[src/hw/rxb_pkg.sv]
/*
  Shared constants and types for the receive error counter and self-test control block.
  Assumes the register port carries the documented register addresses directly.
*/
package rxb_pkg;

  // ----------------------------------------------------------------
  // Register port geometry and addresses.
  // ----------------------------------------------------------------
  localparam int unsigned ADDR_W          = 8;
  localparam int unsigned DATA_W          = 16;
  localparam logic [7:0]  ADDR_RX_ERR     = 8'h15;
  localparam logic [7:0]  ADDR_SELF_TEST  = 8'h16;
  localparam logic [7:0]  ADDR_CHK_COUNT  = 8'h19;
  localparam logic [7:0]  ADDR_IRQ_STATUS = 8'h1a;
  localparam logic [7:0]  ADDR_IRQ_MASK   = 8'h1b;

  // ----------------------------------------------------------------
  // Self-test control field positions and reset value.
  // ----------------------------------------------------------------
  localparam int unsigned  BIT_WRAP_MODE   = 14;
  localparam int unsigned  BIT_CFG_HI      = 13;
  localparam int unsigned  BIT_CFG_LO      = 12;
  localparam int unsigned  BIT_LOCKED      = 11;
  localparam int unsigned  BIT_SYNC_LOST   = 10;
  localparam int unsigned  BIT_GEN_STATUS  = 9;
  localparam int unsigned  BIT_POWER_MODE  = 8;
  localparam logic [15:0]  SELF_TEST_RESET = 16'h0100;

  // ----------------------------------------------------------------
  // Receive error counter limits and checker error counter width.
  // ----------------------------------------------------------------
  localparam int unsigned  RX_ERR_W    = 16;
  localparam logic [15:0]  RX_ERR_MAX  = 16'h00ff;
  localparam logic [15:0]  RX_ERR_HALF = 16'h007f;
  localparam int unsigned  CHK_CNT_W   = 8;

  // ----------------------------------------------------------------
  // Interrupt status bit positions.
  // ----------------------------------------------------------------
  localparam int unsigned IRQ_RX_HALF   = 0;
  localparam int unsigned IRQ_CHK_WRAP  = 1;
  localparam int unsigned IRQ_SYNC_LOST = 2;
  localparam int unsigned IRQ_W         = 3;

  // Pattern test configuration codes.
  typedef enum logic [1:0] {
    CFG_OFF    = 2'h0,
    CFG_SINGLE = 2'h1,
    CFG_CHECK  = 2'h2,
    CFG_CONT   = 2'h3
  } rxb_cfg_t;

  // Generator control states, one-hot.
  typedef enum logic [3:0] {
    GS_IDLE   = 4'h1,
    GS_SINGLE = 4'h2,
    GS_SENT   = 4'h4,
    GS_CONT   = 4'h8
  } rxb_gen_state_t;

endpackage : rxb_pkg

[src/hw/rxb_rx_err_count.sv]
/*
  Saturating receive error counter with clear-on-read and half-full event.
  Assumes error qualifiers are synchronous one-cycle pulses per symbol error.
*/
`timescale 1ns/10ps
module rxb_rx_err_count (
  // Clock and reset.
  input  wire logic                         clk,
  input  wire logic                         rst_n,
  // Error qualifiers.
  input  wire logic                         err_in,
  input  wire logic                         loopback_in,
  input  wire logic                         clear_in,
  // Results.
  output logic [rxb_pkg::RX_ERR_W-1:0]      count_out,
  output logic                              half_evt_out
);

  logic [rxb_pkg::RX_ERR_W-1:0] base;
  logic                         inc;

  // Clear first, so an error in the read cycle still counts.
  always_comb begin
    base = clear_in ? '0 : count_out;
    inc  = err_in && !loopback_in && (base != rxb_pkg::RX_ERR_MAX);
  end

  // Counter register.
  always_ff @(posedge clk or negedge rst_n) begin
    if (!rst_n) begin
      count_out <= '0;
    end else begin
      count_out <= inc ? base + 16'h0001 : base;
    end
  end

  // One pulse when the count first rises past half-full.
  always_ff @(posedge clk or negedge rst_n) begin
    if (!rst_n) begin
      half_evt_out <= 1'b0;
    end else begin
      half_evt_out <= inc && (base == rxb_pkg::RX_ERR_HALF);
    end
  end
endmodule : rxb_rx_err_count

[src/hw/rxb_chk_err_count.sv]
/*
  Pattern checker error counter with stop or wrap-with-pulse mode.
  Assumes checker error indications are one-cycle synchronous pulses.
*/
`timescale 1ns/10ps
module rxb_chk_err_count #(
  parameter int unsigned W = rxb_pkg::CHK_CNT_W
) (
  // Clock and reset.
  input  wire logic         clk,
  input  wire logic         rst_n,
  // Control.
  input  wire logic         enable_in,
  input  wire logic         err_in,
  input  wire logic         wrap_mode_in,
  input  wire logic         clear_in,
  // Results.
  output logic [W-1:0]      count_out,
  output logic              wrap_pulse_out
);

  logic [W-1:0] base;
  logic         hit;
  logic         at_max;

  always_comb begin
    base   = clear_in ? '0 : count_out;
    hit    = enable_in && err_in;
    at_max = &base;
  end

  // Single mode parks at the top; continuous mode wraps to zero.
  always_ff @(posedge clk or negedge rst_n) begin
    if (!rst_n) begin
      count_out      <= '0;
      wrap_pulse_out <= 1'b0;
    end else begin
      wrap_pulse_out <= hit && at_max && wrap_mode_in;
      if (hit && !at_max) begin
        count_out <= base + {{(W-1){1'b0}}, 1'b1};
      end else if (hit && wrap_mode_in) begin
        count_out <= '0;
      end else begin
        count_out <= base;
      end
    end
  end
endmodule : rxb_chk_err_count

[src/hw/rxb_top.sv]
/*
  Receive error counting and pattern self-test control, with its register port and interrupt.
  Assumes the pattern generator and checker datapaths sit outside and exchange levels and
  one-cycle pulses on this clock; all inputs are synchronous to MCLK_IN.
*/
// Added by the designer: strobed register access.
// Function
// - Count each invalid-symbol receive error while carrier and data valid are present.
// - Hold the receive error count unchanged during MII loopback.
// - Receive error count saturates at FFh instead of wrapping.
// - Raise an interrupt event when the count passes 7Fh.
// - Reading the receive error count returns it, then clears it.
// - Single mode: checker error count stops at its maximum.
// - Continuous mode: at maximum, pulse and restart checker count from zero.
// - Config 0 disables generator and checker; config 2 enables checker only.
// - Config 1 sends one constant-data packet; checker stays off.
// - Config 3 enables checker and continuous packet generation.
// - Status bit 11 shows checker locked on the received stream.
// - Status bit 10 sets when the checker loses sync.
// - Status bit 9 shows the packet generator active.
`timescale 1ns/10ps
module rxb_top (
  // Clock and reset.
  input  wire logic                       MCLK_IN,
  input  wire logic                       RST_N_IN,
  // Register port.
  input  wire logic [rxb_pkg::ADDR_W-1:0] ADDR_IN,
  input  wire logic [rxb_pkg::DATA_W-1:0] WDATA_IN,
  input  wire logic                       WR_IN,
  input  wire logic                       RD_IN,
  output logic [rxb_pkg::DATA_W-1:0]      RDATA_OUT,
  // Receive path qualifiers.
  input  wire logic                       CARRIER_VALID_IN,
  input  wire logic                       RX_DV_IN,
  input  wire logic                       SYMBOL_ERR_IN,
  input  wire logic                       MII_LOOPBACK_IN,
  // Pattern checker datapath.
  input  wire logic                       CHK_LOCKED_IN,
  input  wire logic                       CHK_SYNC_LOSS_IN,
  input  wire logic                       CHK_BIT_ERR_IN,
  output logic                            CHECKER_EN_OUT,
  output logic                            CHK_WRAP_PULSE_OUT,
  // Packet generator datapath.
  input  wire logic                       GEN_PKT_DONE_IN,
  output logic                            GEN_RUN_OUT,
  output logic                            GEN_CONT_OUT,
  // Interrupt.
  output logic                            IRQ_OUT
);

  // ----------------------------------------------------------------
  // Register strobes.
  // ----------------------------------------------------------------
  logic rd_rx_err;
  logic rd_self_test;
  logic rd_chk_count;
  logic wr_self_test;
  logic wr_irq_status;
  logic wr_irq_mask;

  // Decode each strobe against its address once.
  // Reads and writes never overlap, so each decode stands alone.
  always_comb begin
    rd_rx_err     = RD_IN && (ADDR_IN == rxb_pkg::ADDR_RX_ERR);
    rd_self_test  = RD_IN && (ADDR_IN == rxb_pkg::ADDR_SELF_TEST);
    rd_chk_count  = RD_IN && (ADDR_IN == rxb_pkg::ADDR_CHK_COUNT);
    wr_self_test  = WR_IN && (ADDR_IN == rxb_pkg::ADDR_SELF_TEST);
    wr_irq_status = WR_IN && (ADDR_IN == rxb_pkg::ADDR_IRQ_STATUS);
    wr_irq_mask   = WR_IN && (ADDR_IN == rxb_pkg::ADDR_IRQ_MASK);
  end

  // ----------------------------------------------------------------
  // Self-test control fields.
  // ----------------------------------------------------------------
  rxb_pkg::rxb_cfg_t cfg;
  logic              wrap_mode;
  logic              sync_lost;
  logic              chk_sync_evt;

  // Only the mode and configuration fields are writable.
  always_ff @(posedge MCLK_IN or negedge RST_N_IN) begin
    if (!RST_N_IN) begin
      cfg       <= rxb_pkg::rxb_cfg_t'(rxb_pkg::SELF_TEST_RESET[rxb_pkg::BIT_CFG_HI:rxb_pkg::BIT_CFG_LO]);
      wrap_mode <= rxb_pkg::SELF_TEST_RESET[rxb_pkg::BIT_WRAP_MODE];
    end else if (wr_self_test) begin
      cfg       <= rxb_pkg::rxb_cfg_t'(WDATA_IN[rxb_pkg::BIT_CFG_HI:rxb_pkg::BIT_CFG_LO]);
      wrap_mode <= WDATA_IN[rxb_pkg::BIT_WRAP_MODE];
    end
  end

  // Checker runs in codes 2 and 3 only; bit 13 is exactly that.
  // The enable needs no extra stage, because cfg is already a flop.
  assign CHECKER_EN_OUT = cfg[1];

  // Sync loss only means something while the checker runs.
  assign chk_sync_evt = CHK_SYNC_LOSS_IN && CHECKER_EN_OUT;

  // Sticky sync-loss; a new loss in the read cycle survives the clear.
  // A level on the loss input holds the bit set for as long as it stands.
  always_ff @(posedge MCLK_IN or negedge RST_N_IN) begin
    if (!RST_N_IN) begin
      sync_lost <= 1'b0;
    end else if (chk_sync_evt) begin
      sync_lost <= 1'b1;
    end else if (rd_self_test) begin
      sync_lost <= 1'b0;
    end
  end

  // ----------------------------------------------------------------
  // Packet generator control.
  // ----------------------------------------------------------------
  rxb_pkg::rxb_gen_state_t gen_state;
  rxb_pkg::rxb_gen_state_t next_gen_state;

  // A single packet is sent once per entry into code 1; software must leave
  // code 1 and return to send another, which keeps a stuck write from looping.
  always_comb begin
    next_gen_state = gen_state;
    unique case (gen_state)
      rxb_pkg::GS_IDLE: begin
        if (cfg == rxb_pkg::CFG_SINGLE) begin
          next_gen_state = rxb_pkg::GS_SINGLE;
        end else if (cfg == rxb_pkg::CFG_CONT) begin
          next_gen_state = rxb_pkg::GS_CONT;
        end
      end
      rxb_pkg::GS_SINGLE: begin
        if (cfg != rxb_pkg::CFG_SINGLE) begin
          next_gen_state = rxb_pkg::GS_IDLE;
        end else if (GEN_PKT_DONE_IN) begin
          next_gen_state = rxb_pkg::GS_SENT;
        end
      end
      rxb_pkg::GS_SENT: begin
        if (cfg != rxb_pkg::CFG_SINGLE) begin
          next_gen_state = rxb_pkg::GS_IDLE;
        end
      end
      rxb_pkg::GS_CONT: begin
        if (cfg != rxb_pkg::CFG_CONT) begin
          next_gen_state = rxb_pkg::GS_IDLE;
        end
      end
      default: begin
        next_gen_state = rxb_pkg::GS_IDLE;
      end
    endcase
  end

  // State and registered generator outputs.
  // Outputs use the next state, so they line up with gen_state.
  always_ff @(posedge MCLK_IN or negedge RST_N_IN) begin
    if (!RST_N_IN) begin
      gen_state    <= rxb_pkg::GS_IDLE;
      GEN_RUN_OUT  <= 1'b0;
      GEN_CONT_OUT <= 1'b0;
    end else begin
      gen_state    <= next_gen_state;
      GEN_RUN_OUT  <= (next_gen_state == rxb_pkg::GS_SINGLE) || (next_gen_state == rxb_pkg::GS_CONT);
      GEN_CONT_OUT <= (next_gen_state == rxb_pkg::GS_CONT);
    end
  end

  // ----------------------------------------------------------------
  // Counters.
  // ----------------------------------------------------------------
  logic [rxb_pkg::RX_ERR_W-1:0]  rx_count;
  logic                          rx_half_evt;
  logic [rxb_pkg::CHK_CNT_W-1:0] chk_count;
  logic                          chk_wrap;

  // Errors count only inside a valid carrier with data valid.
  // Loopback is gated inside the counter, next to the clear.
  rxb_rx_err_count u_rx_err (
    .clk          (MCLK_IN),
    .rst_n        (RST_N_IN),
    .err_in       (SYMBOL_ERR_IN && CARRIER_VALID_IN && RX_DV_IN),
    .loopback_in  (MII_LOOPBACK_IN),
    .clear_in     (rd_rx_err),
    .count_out    (rx_count),
    .half_evt_out (rx_half_evt)
  );

  // Checker errors count only while the checker is enabled.
  rxb_chk_err_count #(
    .W (rxb_pkg::CHK_CNT_W)
  ) u_chk_err (
    .clk            (MCLK_IN),
    .rst_n          (RST_N_IN),
    .enable_in      (CHECKER_EN_OUT),
    .err_in         (CHK_BIT_ERR_IN),
    .wrap_mode_in   (wrap_mode),
    .clear_in       (rd_chk_count),
    .count_out      (chk_count),
    .wrap_pulse_out (chk_wrap)
  );

  // The wrap pulse already leaves a flop inside the counter.
  assign CHK_WRAP_PULSE_OUT = chk_wrap;

  // ----------------------------------------------------------------
  // Interrupt status and mask.
  // ----------------------------------------------------------------
  logic [rxb_pkg::IRQ_W-1:0] irq_status;
  logic [rxb_pkg::IRQ_W-1:0] irq_mask;
  logic [rxb_pkg::IRQ_W-1:0] irq_events;
  logic [rxb_pkg::IRQ_W-1:0] next_irq_status;

  // Write-one-to-clear, with a same-cycle event winning over the clear.
  always_comb begin
    irq_events                         = '0;
    irq_events[rxb_pkg::IRQ_RX_HALF]   = rx_half_evt;
    irq_events[rxb_pkg::IRQ_CHK_WRAP]  = chk_wrap;
    irq_events[rxb_pkg::IRQ_SYNC_LOST] = chk_sync_evt;
    next_irq_status = irq_status;
    if (wr_irq_status) begin
      next_irq_status = irq_status & ~WDATA_IN[rxb_pkg::IRQ_W-1:0];
    end
    next_irq_status = next_irq_status | irq_events;
  end

  // Status bits, set by events and cleared by software.
  always_ff @(posedge MCLK_IN or negedge RST_N_IN) begin
    if (!RST_N_IN) begin
      irq_status <= '0;
    end else begin
      irq_status <= next_irq_status;
    end
  end

  // Mask bits let status bits reach the interrupt line.
  always_ff @(posedge MCLK_IN or negedge RST_N_IN) begin
    if (!RST_N_IN) begin
      irq_mask <= '0;
    end else if (wr_irq_mask) begin
      irq_mask <= WDATA_IN[rxb_pkg::IRQ_W-1:0];
    end
  end

  // Built from next values so the line tracks the status bits cycle for cycle.
  always_ff @(posedge MCLK_IN or negedge RST_N_IN) begin
    if (!RST_N_IN) begin
      IRQ_OUT <= 1'b0;
    end else begin
      IRQ_OUT <= |(next_irq_status & (wr_irq_mask ? WDATA_IN[rxb_pkg::IRQ_W-1:0] : irq_mask));
    end
  end

  // ----------------------------------------------------------------
  // Read data.
  // ----------------------------------------------------------------
  logic [rxb_pkg::DATA_W-1:0] self_test_view;

  // Reserved bits read as zero; the power-mode bit shows its normal-power value.
  always_comb begin
    self_test_view                                             = '0;
    self_test_view[rxb_pkg::BIT_WRAP_MODE]                     = wrap_mode;
    self_test_view[rxb_pkg::BIT_CFG_HI:rxb_pkg::BIT_CFG_LO]    = cfg;
    self_test_view[rxb_pkg::BIT_LOCKED]                        = CHK_LOCKED_IN && CHECKER_EN_OUT;
    self_test_view[rxb_pkg::BIT_SYNC_LOST]                     = sync_lost;
    self_test_view[rxb_pkg::BIT_GEN_STATUS]                    = GEN_RUN_OUT;
    self_test_view[rxb_pkg::BIT_POWER_MODE]                    = rxb_pkg::SELF_TEST_RESET[rxb_pkg::BIT_POWER_MODE];
  end

  // Data stand only in the cycle after the read strobe; unmapped reads give zero.
  // Clearing reads show the count as it stood before the clear.
  always_ff @(posedge MCLK_IN or negedge RST_N_IN) begin
    if (!RST_N_IN) begin
      RDATA_OUT <= '0;
    end else begin
      RDATA_OUT <= '0;
      if (RD_IN) begin
        unique case (ADDR_IN)
          rxb_pkg::ADDR_RX_ERR:     RDATA_OUT <= rx_count;
          rxb_pkg::ADDR_SELF_TEST:  RDATA_OUT <= self_test_view;
          rxb_pkg::ADDR_CHK_COUNT:  RDATA_OUT <= {{(rxb_pkg::DATA_W-rxb_pkg::CHK_CNT_W){1'b0}}, chk_count};
          rxb_pkg::ADDR_IRQ_STATUS: RDATA_OUT <= {{(rxb_pkg::DATA_W-rxb_pkg::IRQ_W){1'b0}}, irq_status};
          rxb_pkg::ADDR_IRQ_MASK:   RDATA_OUT <= {{(rxb_pkg::DATA_W-rxb_pkg::IRQ_W){1'b0}}, irq_mask};
          default:                  RDATA_OUT <= '0;
        endcase
      end
    end
  end
endmodule : rxb_top

[config.mk]
export PLATFORM = sky130hd
export DESIGN_NAME = rxb_top
export DESIGN_NICKNAME = d
export VERILOG_FILES = /design/src/hw/rxb_pkg.sv /design/src/hw/rxb_rx_err_count.sv /design/src/hw/rxb_chk_err_count.sv /design/src/hw/rxb_top.sv
export SDC_FILE = /design/constraint.sdc
export NUM_CORES = 1
export LEC_CHECK = 0
export BUFFER_PORTS_ARGS = -buffer_cell sky130_fd_sc_hd__buf_2
export CAP_MARGIN = 15
export CELL_PAD_IN_SITES_DETAIL_PLACEMENT = 0
export CELL_PAD_IN_SITES_GLOBAL_PLACEMENT = 1
export CORE_ASPECT_RATIO = 1.5
export CORE_UTILIZATION = 45
export DETAILED_ROUTE_END_ITERATION = 10
export GPL_TIMING_DRIVEN = 1
export PLACE_DENSITY_LB_ADDON = 0.1
export SYNTH_ARGS = -nofsm -noshare
export SYNTH_HDL_FRONTEND = slang
export SYNTH_SLANG_ARGS = --single-unit
[constraint.sdc]
create_clock -name MCLK_IN -period 4.6 [get_ports MCLK_IN]
set_input_delay 0.46 -clock MCLK_IN [delete_from_list [all_inputs] [get_ports MCLK_IN]]
set_output_delay 0.46 -clock MCLK_IN [all_outputs]
set_load 0.02 [all_outputs]
==> impl_metrics.toml <==
[logic_synthesis]
synth_area_leaders = "sky130_fd_sc_hd__dfrtp_1 (53%), sky130_fd_sc_hd__nor2_1 (4.0%), sky130_fd_sc_hd__a22o_1 (3.2%), sky130_fd_sc_hd__xor2_1 (3.2%), sky130_fd_sc_hd__mux2_2 (2.9%)"
yosys_warnings = 0
synthesis.nets = 293
synth.largest_area_cell = "sky130_fd_sc_hd__dfrtp_1"
synth_enable_flop_cells = 0
synth_cell_types = 41
synth_top_area_share_pct = 53.46
synth.yosys.seq_area_share_pct = 54.42
syn_inst = 257
postSynthRegisterBits = 59
synth_area_sq_um = 2715
synth-main-ff-cell = "sky130_fd_sc_hd__dfrtp_1"
synthesis.area_per_instance_sq_um = 10.56
async_flop_share_pct = 100.0

[floorplan]
core_outline_area_sq_um = 5828
die_y_microns = 97.14
start_util_pct = 46.59
rows = 34
dieArea_sq_um = 6355
width_of_the_die_microns = 65.42
floorplan.io_pins = 57

[final_layout]
antenna_cells = 0
commonest_cells_after_routing_fill_and_taps_aside = "sky130_fd_sc_hd__dfrtp_1 (58), sky130_fd_sc_hd__buf_2 (46), sky130_fd_sc_hd__nor2_1 (29)"
layout-area-overhead-vs-synth_pct = 17.23
layout-drive-gt1-share_pct = 24.04
final_cell_area_sq_um = 3183
post_route_insts_no_fill = 384
layout_commonest_cell = "sky130_fd_sc_hd__dfrtp_1"
layout.nets = 343

[clock_tree]
cts_made_buffers = 9
cts.sink_count = 59
cts.path.max_buffers = 2
cts_repair_resize_count = 0
cts_root_buffer = "sky130_fd_sc_hd__clkbuf_8"
worstSkewPairLatency_ps = 330
cts.reportedPaths.clkPinSlew_ps = 70
cts_post_setup_buffers_inserted = 0
number_of_hold_repair_buffers_added_at_the_cts_stage = 0
tritoncts = "yes"
clock_tree.htree_level_count = 3

[global_routing]
busiest_layer = "met2"
grtUsageMet3_pct = 5.047
grt.met2_usage_pct = 34.81
grt_overflow_total = 0
global_router_s_overall_resource_usage_pct = 21.27
use_met1_pct = 25.95
grt_pass1_vias = 2159
global_route_wire_length_before_repair_microns = 10160
grt_max_degree = 60
grt_antenna_before_repair = 0

[routing]
drt_iter0_drc = 105
dr_total_vias = 2159
drt_drc_violations_left = 0
drtAntennaViolNets = 0
wl_per_cell_microns = 15.73
dr.pass1.iters = 5
routed_wirelength_microns = 6040
vias_per_cell = 5.622

[power]
power-per-cell-area_nw_per_um2 = 337.5
vdd.ir_drop.worst_uv = 220.1
leakage_power_summed_over_all_cells_nw = 1.572
total_power_w = 0.001074

[placement]
io_buffer_count = 46
place_area_sq_um = 3009
dp_cells = 368
gp_routability_congestion = 0.8703
hpwlAfterDp_microns = 4262

[job]
maxCapViolations = 0

[sta]
finalHoldViolations = 0
maxClockFrequency_mhz = 458.3
fin_hold_ws_ps = 249.5
clock-skew-final_ps = 8.863
report.final.slew_viol_count = 0
max-slew-margin-rel_pct = 51.01
tightest_slew_ps = 724.6
fin_setup_tns_ps = 0
final_period_minus_worst_setup_slack_ps = 2182
setup_violations = 0
rsz0062_at_grt = "false"
period_share_pct = 47.44

[setup_path]
path_delay_family = "simple AND/OR/NAND/NOR gates"
worst_reg2reg_endpoint = "u_rx_err.count_out[8]$_DFF_PN0_"
setup.worst_path.end_class = "flop"
worst_setup_path_start_kind = "primary input"
worstSetupPathType = "in -> reg"
cp.arrival_ps = 2400
critical_path.reg2reg.startpoint = "u_rx_err.count_out[1]$_DFF_PN0_"
reg2reg_slack_ps = 2810
path_cells = "buf_2 > nor4b_1 > and2_1 > and3_1 > buf_4 > nand2b_1 > mux2_2"
slowest_stage = "sky130_fd_sc_hd__nor4b_1"
cp.buffers_inverters = 2
worst-endpoint-required_ps = 4810
crit_path_max_incr_delay_ps = 660
critical_path.max_fanout = 30
reg2regPathDepth = 4

[outcome]
outcome = "completed"

[min_path]
worst_min_delay_path_class = "in -> async"
-- cells in the mapped netlist (7+ instances only) --
master / count
sky130_fd_sc_hd__nand4_1: 7
sky130_fd_sc_hd__xor2_1: 10
sky130_fd_sc_hd__mux2_2: 7
sky130_fd_sc_hd__nor3_1: 14
sky130_fd_sc_hd__and3_1: 7
sky130_fd_sc_hd__nor2_1: 29
sky130_fd_sc_hd__nand3_1: 8
sky130_fd_sc_hd__and2_1: 7
sky130_fd_sc_hd__a22o_1: 10
sky130_fd_sc_hd__dfrtp_1: 58
sky130_fd_sc_hd__a21oi_1: 12
sky130_fd_sc_hd__nand2_1: 17
-- sequential cells by signal (all words and copies together) (netlist names) --
signal                    cells
GEN_CONT_OUT                  1
GEN_RUN_OUT                   1
IRQ_OUT                       1
RDATA_OUT                    16
cfg                           2
gen_state                     4
irq_mask                      3
irq_status                    3
sync_lost                     1
u_chk_err.count_out           8
u_chk_err.wrap_pulse_out      1
u_rx_err.count_out           16
u_rx_err.half_evt_out         1
wrap_mode                     1
-- per-layer routing --
layer	share of wire [%]	wire length, microns
met1	43	2624
met2	51	3100
met3	3.7	222
met4	1.5	92
met5	0	0
-- how the worst max path moves through the flow --
stage                    start                               end  slack (ps)  cells after the start
floorplan           ADDR_IN[5]                 IRQ_OUT$_DFF_PN0_        2470                      5
global placement    ADDR_IN[5]  u_chk_err.count_out[6]$_DFF_PN0_        2080                      6
detailed placement  ADDR_IN[5]   u_rx_err.count_out[0]$_DFF_PN0_        2100                      7
CTS                 ADDR_IN[5]  u_chk_err.count_out[6]$_DFF_PN0_        2430                      6
global route        ADDR_IN[5]  u_chk_err.count_out[6]$_DFF_PN0_        2290                      6
finish              ADDR_IN[5]   u_rx_err.count_out[0]$_DFF_PN0_        2420                      7
-- final cells by class --
type | instances | area, sq um
well taps | 72 | 90.09
repair buffers | 48 | 245.2
inverters | 2 | 7.507
multi-input cells | 187 | 1189
clock buffers | 13 | 158.9
fillers | 533 | 2645
flip-flops and latches | 59 | 1478
clock inverters | 3 | 15.01
-- worst reg2reg max path, delay by kind of cell (launching register included) --
family	cells	cell delay, ps
compound gates	1	150
flops	1	450
simple gates	3	1100
-- through the flow --
step	worst slack, ps	utilization, %
floorplan	2473	-
global placement	2082	51.63
detailed placement	2096	51.63
CTS	2427	54.62
global route	2294	54.62
finish	2418	54.62
-- cell families (layout without fill, tap and decap cells) --
family / after synthesis / count (layout) / synth area share [%]
xor gates and xnor gates: 16 / 16 / 5.161
buffers and inverters: 11 / 66 / 1.797
and+or+nand+nor: 117 / 117 / 23.46
AOI/OAI and AO/OA: 47 / 47 / 12.26
DFF: 59 / 59 / 54.42
muxes: 7 / 7 / 2.903
-- where the power goes --
| group | internal, W | switching [W] |
|---|---|---|
| Sequential | 0.000546 | 0.0000358 |
| Combinational | 0.0000347 | 0.0000419 |
| Clock | 0.000222 | 0.000194 |
Power figures use the tool's default switching activity.
